### src/shared/dfc_consts.svh
`ifndef DFC_CONSTS_SVH
`define DFC_CONSTS_SVH
// ----------------------------------------
// holding register numbers (bus word index)
// ----------------------------------------
`define DFC_REG_CMD 16'h9C41
`define DFC_REG_FIRST_SPEED_REFERENCE 16'h9C42
`define DFC_REG_SECOND_SPEED_REFERENCE 16'h9C43
`define DFC_REG_STAT 16'h9C44
// ----------------------------------------
// command word values of the start sequence
// ----------------------------------------
`define DFC_CW_SWITCH_ON 16'h0006
`define DFC_CW_READY_OP 16'h0007
`define DFC_CW_ENABLE_OP 16'h000F
`define DFC_CW_RAMP_OUT 16'h002F
`define DFC_CW_RAMP_IN 16'h006F
// ----------------------------------------
// command word bit positions
// ----------------------------------------
`define DFC_CW_SECOND_OFF_COAST_STOP_BIT 1
`define DFC_CW_RESET_BIT 7
`define DFC_CW_SECOND_EXTERNAL_LOCATION_BIT 11
// ----------------------------------------
// scaling
// ----------------------------------------
`define DFC_FIRST_SPEED_REFERENCE_FULL 32'sd20000
`define DFC_SECOND_SPEED_REFERENCE_FULL 32'sd10000
`define DFC_AI_MID 32'sd50
`define DFC_REF_MAX 32'sd32767
`define DFC_REF_MIN (-32'sd32768)
`define DFC_STAT_W 16
`define DFC_REF_LIMIT_MS 100
`endif

### src/shared/dfc_pkg.sv
package dfc_pkg;
    // drive state machine
    typedef enum logic [2:0] {
        DFC_NOT_READY = 3'b000,
        DFC_READY_SW_ON = 3'b001,
        DFC_READY_OP = 3'b010,
        DFC_OP_ENABLED = 3'b011,
        DFC_RAMP_OUT_EN = 3'b100,
        DFC_OPERATING = 3'b101,
        DFC_SW_ON_INHIBIT = 3'b110,
        DFC_SECOND_OFF_COAST_STOP_ACTIVE = 3'b111
    } dfc_state_t;
    // reference source selection
    typedef enum logic [1:0] {
        DFC_SRC_BUS = 2'b00,
        DFC_SRC_BUS_PLUS_AI = 2'b01,
        DFC_SRC_BUS_TIMES_AI = 2'b10
    } dfc_src_t;
endpackage : dfc_pkg

### src/rtl/dfc_ref_corr.sv
`timescale 1ns/1ns
`include "dfc_consts.svh"
// ----------------------------------------
// reference correction by analogue input, registered result
// ----------------------------------------
module dfc_ref_corr (
    input wire logic mclk,
    input wire logic rst_n,
    input wire logic signed [15:0] bus_ref,
    input wire logic signed [31:0] full_scale,
    input wire dfc_pkg::dfc_src_t src_sel,
    input wire logic [6:0] analog_input_one,
    output logic signed [15:0] corr_ref_q
);
    import dfc_pkg::*;

    logic signed [31:0] ai_s;
    logic signed [31:0] sum_v;
    logic signed [31:0] res_v;
    logic signed [15:0] corr_ref_d;

    // saturate to the signed 16-bit reference range
    function automatic logic signed [15:0] sat16(input logic signed [31:0] v);
        if (v > `DFC_REF_MAX) begin
            sat16 = 16'sh7FFF;
        end else if (v < `DFC_REF_MIN) begin
            sat16 = 16'sh8000;
        end else begin
            sat16 = v[15:0];
        end
    endfunction : sat16

    // percentage expressed in reference counts, midpoint gives zero offset
    always_comb begin
        ai_s = $signed({25'h0000000, analog_input_one});
        sum_v = 32'sh0;
        res_v = 32'(bus_ref);
        case (src_sel)
            DFC_SRC_BUS: begin
                res_v = 32'(bus_ref);
            end
            DFC_SRC_BUS_PLUS_AI: begin
                sum_v = (ai_s - `DFC_AI_MID) * full_scale / 32'sd100;
                res_v = 32'(bus_ref) + sum_v;
            end
            DFC_SRC_BUS_TIMES_AI: begin
                res_v = 32'(bus_ref) * ai_s / `DFC_AI_MID;
            end
            default: begin
                res_v = 32'(bus_ref);
            end
        endcase
        corr_ref_d = sat16(res_v);
    end

    // result register
    always_ff @(posedge mclk or negedge rst_n) begin
        if (!rst_n) begin
            corr_ref_q <= 16'sh0000;
        end else begin
            corr_ref_q <= corr_ref_d;
        end
    end
endmodule : dfc_ref_corr

### src/rtl/dfc_core.sv
`timescale 1ns/1ns
`include "dfc_consts.svh"
module dfc_core (
    input wire logic mclk,
    input wire logic rst_n,
    // holding register access from the serial link engine
    input wire logic reg_wr,
    input wire logic reg_rd,
    input wire logic [15:0] reg_addr,
    input wire logic [15:0] reg_wdata,
    output logic [15:0] reg_rdata_q,
    output logic reg_ack,
    output logic reg_err,
    // drive side inputs
    input wire logic fault_in,
    input wire logic alarm_in,
    input wire logic at_reference,
    input wire logic remote_ctrl,
    input wire logic superv1_above,
    input wire logic run_enable,
    input wire dfc_pkg::dfc_src_t first_speed_reference_src,
    input wire dfc_pkg::dfc_src_t second_speed_reference_src,
    input wire logic first_speed_reference_from_bus,
    input wire logic second_speed_reference_from_bus,
    input wire logic [6:0] analog_input_one,
    // drive side outputs
    output dfc_pkg::dfc_state_t drive_state,
    output logic [15:0] state_report_word,
    output logic second_external_location,
    output logic motor_run,
    output logic coast_stop,
    output logic ramp_out_release,
    output logic ramp_in_release,
    output logic fault_reset_pulse,
    output logic first_ref_valid,
    output logic signed [15:0] first_speed_reference,
    output logic second_ref_valid,
    output logic signed [15:0] second_speed_reference
);
    import dfc_pkg::*;

    // ----------------------------------------
    // registers
    // ----------------------------------------
    logic [15:0] command_word_q;
    logic signed [15:0] speed_reference_one_q;
    logic signed [15:0] speed_reference_two_q;
    dfc_state_t state_q;
    dfc_state_t state_d;
    logic fault_q;
    logic reset_bit_q;
    logic cw_strobe;
    logic reset_edge;
    logic [15:0] status_d;
    logic signed [15:0] corr1;
    logic signed [15:0] corr2;

    // address decode helper
    function automatic logic is_mapped(input logic [15:0] a);
        is_mapped = (a == `DFC_REG_CMD) || (a == `DFC_REG_FIRST_SPEED_REFERENCE) ||
                    (a == `DFC_REG_SECOND_SPEED_REFERENCE) || (a == `DFC_REG_STAT);
    endfunction : is_mapped

    // ----------------------------------------
    // register writes
    // ----------------------------------------
    assign cw_strobe = reg_wr && (reg_addr == `DFC_REG_CMD);

    // command word store
    always_ff @(posedge mclk or negedge rst_n) begin
        if (!rst_n) begin
            command_word_q <= 16'h0000;
        end else if (cw_strobe) begin
            command_word_q <= reg_wdata;
        end
    end

    // reference stores, raw two's complement words
    always_ff @(posedge mclk or negedge rst_n) begin
        if (!rst_n) begin
            speed_reference_one_q <= 16'sh0000;
            speed_reference_two_q <= 16'sh0000;
        end else if (reg_wr) begin
            if (reg_addr == `DFC_REG_FIRST_SPEED_REFERENCE) begin
                speed_reference_one_q <= reg_wdata;
            end
            if (reg_addr == `DFC_REG_SECOND_SPEED_REFERENCE) begin
                speed_reference_two_q <= reg_wdata;
            end
        end
    end

    // ----------------------------------------
    // bus answer
    // ----------------------------------------
    assign reg_ack = reg_wr || reg_rd;
    assign reg_err = (reg_wr || reg_rd) &&
                     (!is_mapped(reg_addr) || (reg_wr && reg_addr == `DFC_REG_STAT));

    // read data register, status read live
    always_ff @(posedge mclk or negedge rst_n) begin
        if (!rst_n) begin
            reg_rdata_q <= 16'h0000;
        end else if (reg_rd) begin
            case (reg_addr)
                `DFC_REG_CMD: reg_rdata_q <= command_word_q;
                `DFC_REG_FIRST_SPEED_REFERENCE: reg_rdata_q <= speed_reference_one_q;
                `DFC_REG_SECOND_SPEED_REFERENCE: reg_rdata_q <= speed_reference_two_q;
                `DFC_REG_STAT: reg_rdata_q <= status_d;
                default: reg_rdata_q <= 16'h0000;
            endcase
        end
    end

    // ----------------------------------------
    // fault latch and reset edge
    // ----------------------------------------
    assign reset_edge = command_word_q[`DFC_CW_RESET_BIT] && !reset_bit_q;

    // previous value of the reset bit
    always_ff @(posedge mclk or negedge rst_n) begin
        if (!rst_n) begin
            reset_bit_q <= 1'b0;
        end else begin
            reset_bit_q <= command_word_q[`DFC_CW_RESET_BIT];
        end
    end

    // fault sticky; a new fault wins over reset
    always_ff @(posedge mclk or negedge rst_n) begin
        if (!rst_n) begin
            fault_q <= 1'b0;
        end else if (fault_in) begin
            fault_q <= 1'b1;
        end else if (reset_edge) begin
            fault_q <= 1'b0;
        end
    end

    assign fault_reset_pulse = reset_edge;

    // ----------------------------------------
    // drive state machine
    // ----------------------------------------
    always_comb begin
        state_d = state_q;
        case (state_q)
            DFC_SECOND_OFF_COAST_STOP_ACTIVE: begin
                state_d = DFC_SW_ON_INHIBIT;
            end
            default: begin
                if (cw_strobe) begin
                    case (reg_wdata)
                        `DFC_CW_SWITCH_ON: state_d = DFC_READY_SW_ON;
                        `DFC_CW_READY_OP: state_d = DFC_READY_OP;
                        `DFC_CW_ENABLE_OP: state_d = DFC_OP_ENABLED;
                        `DFC_CW_RAMP_OUT: state_d = DFC_RAMP_OUT_EN;
                        `DFC_CW_RAMP_IN: state_d = DFC_OPERATING;
                        default: state_d = state_q;
                    endcase
                    if (!reg_wdata[`DFC_CW_SECOND_OFF_COAST_STOP_BIT] && state_q != DFC_SW_ON_INHIBIT &&
                        state_q != DFC_NOT_READY) begin
                        state_d = DFC_SECOND_OFF_COAST_STOP_ACTIVE;
                    end
                end
            end
        endcase
        if (fault_q && !reset_edge) begin
            state_d = DFC_SW_ON_INHIBIT;
        end
        if (reset_edge) begin
            state_d = DFC_SW_ON_INHIBIT;
        end
    end

    // state register
    always_ff @(posedge mclk or negedge rst_n) begin
        if (!rst_n) begin
            state_q <= DFC_NOT_READY;
        end else begin
            state_q <= state_d;
        end
    end

    assign drive_state = state_q;

    // ----------------------------------------
    // drive controls from state, location select from command word bit 11
    // ----------------------------------------
    assign motor_run = (state_q == DFC_OP_ENABLED) || (state_q == DFC_RAMP_OUT_EN) ||
                       (state_q == DFC_OPERATING);
    assign ramp_out_release = (state_q == DFC_RAMP_OUT_EN) || (state_q == DFC_OPERATING);
    assign ramp_in_release = (state_q == DFC_OPERATING);
    assign coast_stop = (state_q == DFC_SECOND_OFF_COAST_STOP_ACTIVE);
    assign second_external_location = command_word_q[`DFC_CW_SECOND_EXTERNAL_LOCATION_BIT];

    // ----------------------------------------
    // state report word
    // ----------------------------------------
    always_comb begin
        status_d = 16'h0000;
        status_d[0] = (state_q == DFC_READY_SW_ON) || (state_q == DFC_READY_OP) ||
                      motor_run;
        status_d[1] = (state_q == DFC_READY_OP) || motor_run;
        status_d[2] = motor_run;
        status_d[3] = fault_q;
        status_d[4] = (state_q != DFC_SECOND_OFF_COAST_STOP_ACTIVE);
        status_d[5] = 1'b1;
        status_d[6] = (state_q == DFC_SW_ON_INHIBIT);
        status_d[7] = alarm_in;
        status_d[8] = at_reference;
        status_d[9] = remote_ctrl;
        status_d[10] = superv1_above;
        status_d[11] = second_external_location;
        status_d[12] = run_enable;
    end

    assign state_report_word = status_d;

    // ----------------------------------------
    // reference selection and correction
    // ----------------------------------------
    dfc_ref_corr u_corr1 (
        .mclk(mclk),
        .rst_n(rst_n),
        .bus_ref(speed_reference_one_q),
        .full_scale(`DFC_FIRST_SPEED_REFERENCE_FULL),
        .src_sel(first_speed_reference_src),
        .analog_input_one(analog_input_one),
        .corr_ref_q(corr1)
    );

    dfc_ref_corr u_corr2 (
        .mclk(mclk),
        .rst_n(rst_n),
        .bus_ref(speed_reference_two_q),
        .full_scale(`DFC_SECOND_SPEED_REFERENCE_FULL),
        .src_sel(second_speed_reference_src),
        .analog_input_one(analog_input_one),
        .corr_ref_q(corr2)
    );

    // references only valid with bus source on the matching location
    assign first_ref_valid = first_speed_reference_from_bus && !second_external_location;
    assign second_ref_valid = second_speed_reference_from_bus && second_external_location;
    assign first_speed_reference = first_ref_valid ? corr1 : 16'sh0000;
    assign second_speed_reference = second_ref_valid ? corr2 : 16'sh0000;
endmodule : dfc_core

### config.mk
export PLATFORM = sky130hd
export DESIGN_NAME = dfc_core
export DESIGN_NICKNAME = d
export VERILOG_FILES = /design/src/shared/dfc_pkg.sv /design/src/rtl/dfc_ref_corr.sv /design/src/rtl/dfc_core.sv
export VERILOG_INCLUDE_DIRS = /design/src /design/src/shared
export SDC_FILE = /design/constraint.sdc
export NUM_CORES = 1
export LEC_CHECK = 0
export BUFFER_PORTS_ARGS = -buffer_cell sky130_fd_sc_hd__buf_2
export CAP_MARGIN = 25
export CORE_UTILIZATION = 67
export DETAILED_ROUTE_END_ITERATION = 7
export PLACE_DENSITY_LB_ADDON = 0.2
export SYNTH_ARGS = -nofsm -noshare
export SYNTH_HDL_FRONTEND = slang
export SYNTH_SLANG_ARGS = --single-unit
### constraint.sdc
create_clock -name mclk -period 22.8 [get_ports mclk]
set_clock_uncertainty 0.15 [all_clocks]
set_input_delay 1.14 -clock mclk [delete_from_list [all_inputs] [get_ports mclk]]
set_output_delay 1.14 -clock mclk [all_outputs]
set_load 0.1 [all_outputs]
==> summary.md, run 1 <==
In this run the number of H-tree levels came out at 3. Yosys mapped a number of flops with a built-in enable equal to 0. Sequential elements use 5.97% of the synthesized area.

Counting flops with an async set or reset pin after synthesis yields a share of 100%. The simple-gate share of the synthesized area came out at 26.0%. The flow did not finish. The buffer depth of the longest clock path was 2; the flop and latch count out of synthesis was 101. The mux contribution to synthesized area was 3.77%. For the maximum number of pins on one net before global-route repair, the log shows 82. Once detailed placement completed, the half-perimeter wirelength came to 135,000 microns. The initial utilization of the core area, before any placement, comes to 68.2%.

The synthesized netlist devotes 9.98% of its cell area to XOR and XNOR gates. Summing the areas of all compound-gate instances in the mapped netlist gives 32.3% of the synthesized area. Row generation in the floorplan step produced 91 rows. The die is 253 microns tall.

By area, the combinational part of the netlist is dominated by compound AO/OA/AOI/OAI gates. Total routing resource utilization after global routing: 68.1%. In the synthesized netlist the dominant register cell turns out to be sky130_fd_sc_hd__dfrtp_1.

A synthesized cell averages 7.23 sq um. In the synthesized netlist, the number of instances is 5,855. Stage where the flow stopped: 5_1_grt. The total overflow left after global routing is 2. The area share of fa/ha/maj cells after synthesis is 16.0%. The root buffer cell chosen for the clock tree is sky130_fd_sc_hd__clkbuf_16.

The run gives 145 as the number of distinct standard cells referenced by the synthesized netlist. In this run the cell area of the synthesized design comes to 0.0423 sq mm. The final estimated routing congestion in global placement came out at 1.08. The Yosys step of the flow raised 0 warnings.

The chip width was 253 microns; the sink count of the clock tree was 101. The first global-routing pass estimated 341,000 microns of wire. The via count of the first global-routing pass was 61.9k.

Number of CTS-inserted buffers: 9. The hold buffer count at CTS was 0; the number of port buffers was 127. The first error in the log reads "[ERROR GRT-0116] Global routing finished with congestion. Check the congestion regions in the DRC Viewer". For this design the top-level I/O count stands at 132.
==> stage by stage <==
stage / setup WS (ps) / util, % / hold slack, ps / std cells / instance area, sq um
2_1_floorplan: -4410 / - / 234 / 5857 / 43400
3_3_place_gp: -4880 / 86.7 / 306 / 7893 / 53800
3_5_place_dp: -5950 / 86.8 / 334 / 7894 / 53900
4_1_cts: -4530 / 90.2 / 351 / 8042 / 56000
==> kinds of logic after synthesis <==
group / after synthesis
compound gates: 1918
simple gates: 2146
xor+xnor: 474
mux: 149
other cells: 2
fa+ha+maj: 430
flops: 101
buf+inv: 635
==> Yosys cell counts (67+ instances only) <==
master / count / area share (%)
sky130_fd_sc_hd__o21a_1: 73 / 1.3
sky130_fd_sc_hd__mux2_2: 77 / 2.0
sky130_fd_sc_hd__nand3_1: 180 / 2.1
sky130_fd_sc_hd__a211oi_1: 68 / 1.2
sky130_fd_sc_hd__xnor2_1: 345 / 7.1
sky130_fd_sc_hd__fa_1: 189 / 8.9
sky130_fd_sc_hd__a21oi_1: 385 / 4.5
sky130_fd_sc_hd__nand4_1: 67 / 0.99
sky130_fd_sc_hd__a31oi_1: 111 / 1.6
sky130_fd_sc_hd__mux2i_1: 69 / 1.6
sky130_fd_sc_hd__o21bai_1: 69 / 1.2
sky130_fd_sc_hd__clkbuf_1: 167 / 1.5
sky130_fd_sc_hd__dfrtp_1: 101 / 6.0
sky130_fd_sc_hd__nor3_1: 174 / 2.1
sky130_fd_sc_hd__and2_1: 271 / 4.0
sky130_fd_sc_hd__ha_1: 226 / 6.7
sky130_fd_sc_hd__o21ai_0: 261 / 3.1
sky130_fd_sc_hd__and3_1: 80 / 1.2
sky130_fd_sc_hd__inv_1: 386 / 3.4
sky130_fd_sc_hd__a21o_1: 87 / 1.5
sky130_fd_sc_hd__nand2_1: 502 / 4.4
sky130_fd_sc_hd__nor2_1: 455 / 4.0
sky130_fd_sc_hd__o21ai_1: 69 / 0.82
sky130_fd_sc_hd__xor2_1: 119 / 2.5
sky130_fd_sc_hd__o211ai_1: 94 / 1.7
==> layer usage <==
metal / overflow / track usage [%]
met4: 0 / 63.7
met2: 2 / 89.3
met3: 0 / 49.2
met5: 0 / 21.7
met1: 0 / 68.1
==> repair_timing <==
action                                  CTS
buffers inserted                        131
cloned                                    1
gates resized for setup                 168
endpoints found under the setup margin   32
pin swaps                               127
==> run 2, diff against run 1 <==
- CORE_UTILIZATION: 67 -> 40
- PLACE_DENSITY_LB_ADDON: 0.2 -> 0.15
==> summary.md, run 2 <==
The run finished, with violations left. The checks that failed: negative setup slack. In the synthesized netlist the dominant register cell turns out to be sky130_fd_sc_hd__dfrtp_1. Level count of the clock H-tree: 3 (unchanged). For the number of instances in the synthesized netlist, the log shows 5,855 (unchanged).

Most used standard cell by instance count after synthesis: sky130_fd_sc_hd__nand2_1. The detail route stage leaves a number of antenna-violating nets equal to 0. The placeable core area was 0.104 sq mm. Synthesis warning total: 0 (unchanged). Relative to the synthesized area, the layout overhead comes to 43.4%.

Area share of xor/xnor cells in the synthesized design: 9.98% (unchanged). In this run the clock root is driven by a sky130_fd_sc_hd__clkbuf_16. The tools report the hold buffer count at CTS as 0 (unchanged). By area the synthesized netlist is led by sky130_fd_sc_hd__fa_1, sky130_fd_sc_hd__xnor2_1, sky130_fd_sc_hd__ha_1. The share of the synthesized area in the top cell type works out to 8.93% (unchanged).

The library cells used most frequently in the layout, excluding fill and tap cells, are sky130_fd_sc_hd__buf_4, sky130_fd_sc_hd__nand2_1, sky130_fd_sc_hd__nor2_1, sky130_fd_sc_hd__inv_1, sky130_fd_sc_hd__a21oi_1. For the number of distinct standard cells referenced by the synthesized netlist, the log shows 145 (unchanged). The worst setup path is launched from an input pin.

The routed wire length was 171,000 microns. The path class of the tightest hold or removal check is reg -> reg. Along the worst path, the maximum fanout reaches 8. The total DRC errors in the routed layout was 0; the placement-stage cell area was 0.0550 sq mm (+2.1%). The synthesized-area fraction occupied by ao, oa, aoi and oai cells was 32.3% (unchanged); the mux contribution to synthesized area was 3.77% (unchanged). The biggest area contributor in the post-synthesis netlist is sky130_fd_sc_hd__fa_1. The chip width was 327 microns (+29%). The number of CTS-inserted buffers is 9 (unchanged), and the final-report setup violation count is 32. TritonCTS built the clock tree. The via-per-instance ratio was 5.90. The wire length of the first global-routing pass was 265,000 microns. The number of nets in the layout was 7,907; the number of synthesized flops with an enable pin was 0 (unchanged). After clock tree synthesis, the clock-pin slew on the worst setup and hold paths is 80 ps. The height of the die is 327 microns (+29%). The final estimated routing congestion in global placement is 0.983 (-8.8%), and the count of TritonRoute iterations in the first routing pass is 8. Measured against its own limit, the worst slew margin works out to 26.4%.

The total congestion overflow is 0, and the starting density of the core is 40.6% (-28 points). Sink count of the clock tree: 101 (unchanged). The library cell used most frequently in the layout, excluding fill and tap cells, is sky130_fd_sc_hd__buf_4. The hold violation total from the final report is 0. The maximum number of pins on one net before global-route repair was 81; the simple-gate share of the synthesized area was 26.0% (unchanged). The share of the yosys chip area belonging to registers came out at 5.97% (unchanged). The smallest clock period supported by the final layout is computed as 27,510 ps. After routing the design area is 0.0607 sq mm.

The tools report the clock latency reported for the late side of the worst-skew pair as 380 ps. The run gives 0.0423 sq mm (unchanged) as the total standard cell area after synthesis. The average instance area after synthesis is 7.23 sq um (unchanged), and the arrival time at the worst endpoint is 27,630 ps.

At the worst endpoint, the required time is 22,920 ps. In this design, the stage delay of the slowest critical-path cell is 560 ps. For the buffer depth of the longest clock path, the log shows 2 (unchanged).

The final critical-path setup slack is -4710 ps, and the total half-perimeter wirelength after legalization and detailed placement is 132,000 microns (-2.1%). The post-synthesis async set-or-reset flop share works out to 100% (unchanged). Die area: 0.107 sq mm.

The tool flagged a number of max-cap violations equal to 0. The number of port buffers is 127 (unchanged). Post-route clock period utilization: 121%.

The number of antenna violations at the first check in global routing is 9. The tools report the count of final max-slew check failures as 0. The worst setup path is captured at a register. Number of vias after detailed routing: 52.0k. The flop and latch count out of synthesis works out to 101 (unchanged). In the global route stage, overall resource usage came out at 29.9%.

The routed wirelength normalized by instance count is 19.3 microns. After synthesis, the most frequently instantiated cells are sky130_fd_sc_hd__nand2_1, sky130_fd_sc_hd__nor2_1, sky130_fd_sc_hd__inv_1, sky130_fd_sc_hd__a21oi_1, sky130_fd_sc_hd__xnor2_1. Dominant cell type by count on the critical path: sky130_fd_sc_hd__buf_4. By area, the combinational part of the netlist is dominated by compound AO/OA/AOI/OAI gates.

Library cell contributing the largest single delay on the critical path: sky130_fd_sc_hd__a2111o_2. For this block, the initial DRC count from the detailed router was 4,181. The critical path is of the in -> reg type.

The run gives 118 (+30%) as the cell row count. For this run, the top clock speed supported by timing is 36.3 MHz. Setup repair after global routing could not meet its margin everywhere.

Cells with a size suffix above 1 make up 35.5% of the layout. The number of top-level pins is 132 (unchanged). At the pin with the least slew margin, the transition time is 1070 ps.

The via count of the first global-routing pass is 49.6k, and the area share of fa/ha/maj cells after synthesis is 16.0% (unchanged).
-- run 2: cell families (layout without fill, tap and decap cells) --
logic type,count (synthesis),after routing
AOI/OAI and AO/OA,1918,1920
xor gates and xnor gates,474,474
adders and majority gates,430,430
buffers and inverters,635,2218
DFF,101,101
muxes,149,149
other,2,7
and+or+nand+nor,2146,2146
-- run 2: worst paths after layout --
path                                                 startpoint                                    to  slack, ps  cells after the start
hold reg to reg                   command_word_q[4]$_DFFE_PN0P_         command_word_q[4]$_DFFE_PN0P_        360                      1
setup / recovery                            analog_input_one[2]       u_corr2.corr_ref_q[4]$_DFF_PN0_      -4710                    146
min in group asynchronous                                 rst_n      u_corr1.corr_ref_q[15]$_DFF_PN0_        510                      1
setup reg to reg           speed_reference_one_q[1]$_DFFE_PN0P_       u_corr1.corr_ref_q[0]$_DFF_PN0_        330                     80
hold / removal                    command_word_q[4]$_DFFE_PN0P_         command_word_q[4]$_DFFE_PN0P_        360                      1
max in group asynchronous                                 rst_n  speed_reference_one_q[3]$_DFFE_PN0P_      20980                      3
-- run 2: cell type report --
type / instances / area (sq um)
Clock inverter: 7 / 76.3
Inverter: 389 / 1470
Clock buffer: 9 / 225
Timing Repair Buffer: 1813 / 13700
Multi-Input combinational cell: 5123 / 41000
Tap cell: 1380 / 1730
Antenna cell: 3 / 7.51
Sequential cell: 101 / 2530
Fill cell: 9603 / 43500
-- run 2: per-layer routing --
layer / GRT usage (%) / up-vias / part of all wire [%]
li1: - / 24800 / -
met1: 40.1 / 25200 / 44
met2: 50.7 / 1700 / 47
met3: 2.99 / 300 / 6.0
met4: 8.29 / 4 / 2.9
met5: 0 / - / 0.012
-- run 2: timing repair --
| action | in CTS | in global routing |
|---|---|---|
| gates cloned | 2 | 2 |
| pin swaps | 153 | 299 |
| buffers inserted | 207 | 131 |
| hold endpoints to repair | 0 | 0 |
| setup endpoints to repair | 32 | 32 |
| resized for setup | 236 | 411 |
-- run 2: worst max-delay path: cells and delay by family --
kind | cells | cell delay, ps
AND/OR/NAND/NOR | 25 | 4830
adder cells (fa/ha/maj) | 9 | 2920
AO/OA/AOI/OAI | 43 | 9430
multiplexers | 2 | 650
XOR/XNOR | 7 | 1240
buffers and inverters | 60 | 7360
-- run 2: stage by stage --
step	instances	hold slack (ps)	utilization, %	TNS (ps)	worst slack (ps)
global placement	8491	340	52.8	-128350	-5130
CTS	8715	365	55.6	-117550	-3750
floorplan	5857	234	-	-100340	-4410
detailed placement	8492	347	52.8	-138600	-5600
finish	8825	365	58.3	-109490	-4710
global route	8825	373	58.3	-146550	-5920
Power of run 2 is not shown: default switching activity piles up to over one toggle a cycle in this logic, so the estimate is an artifact.
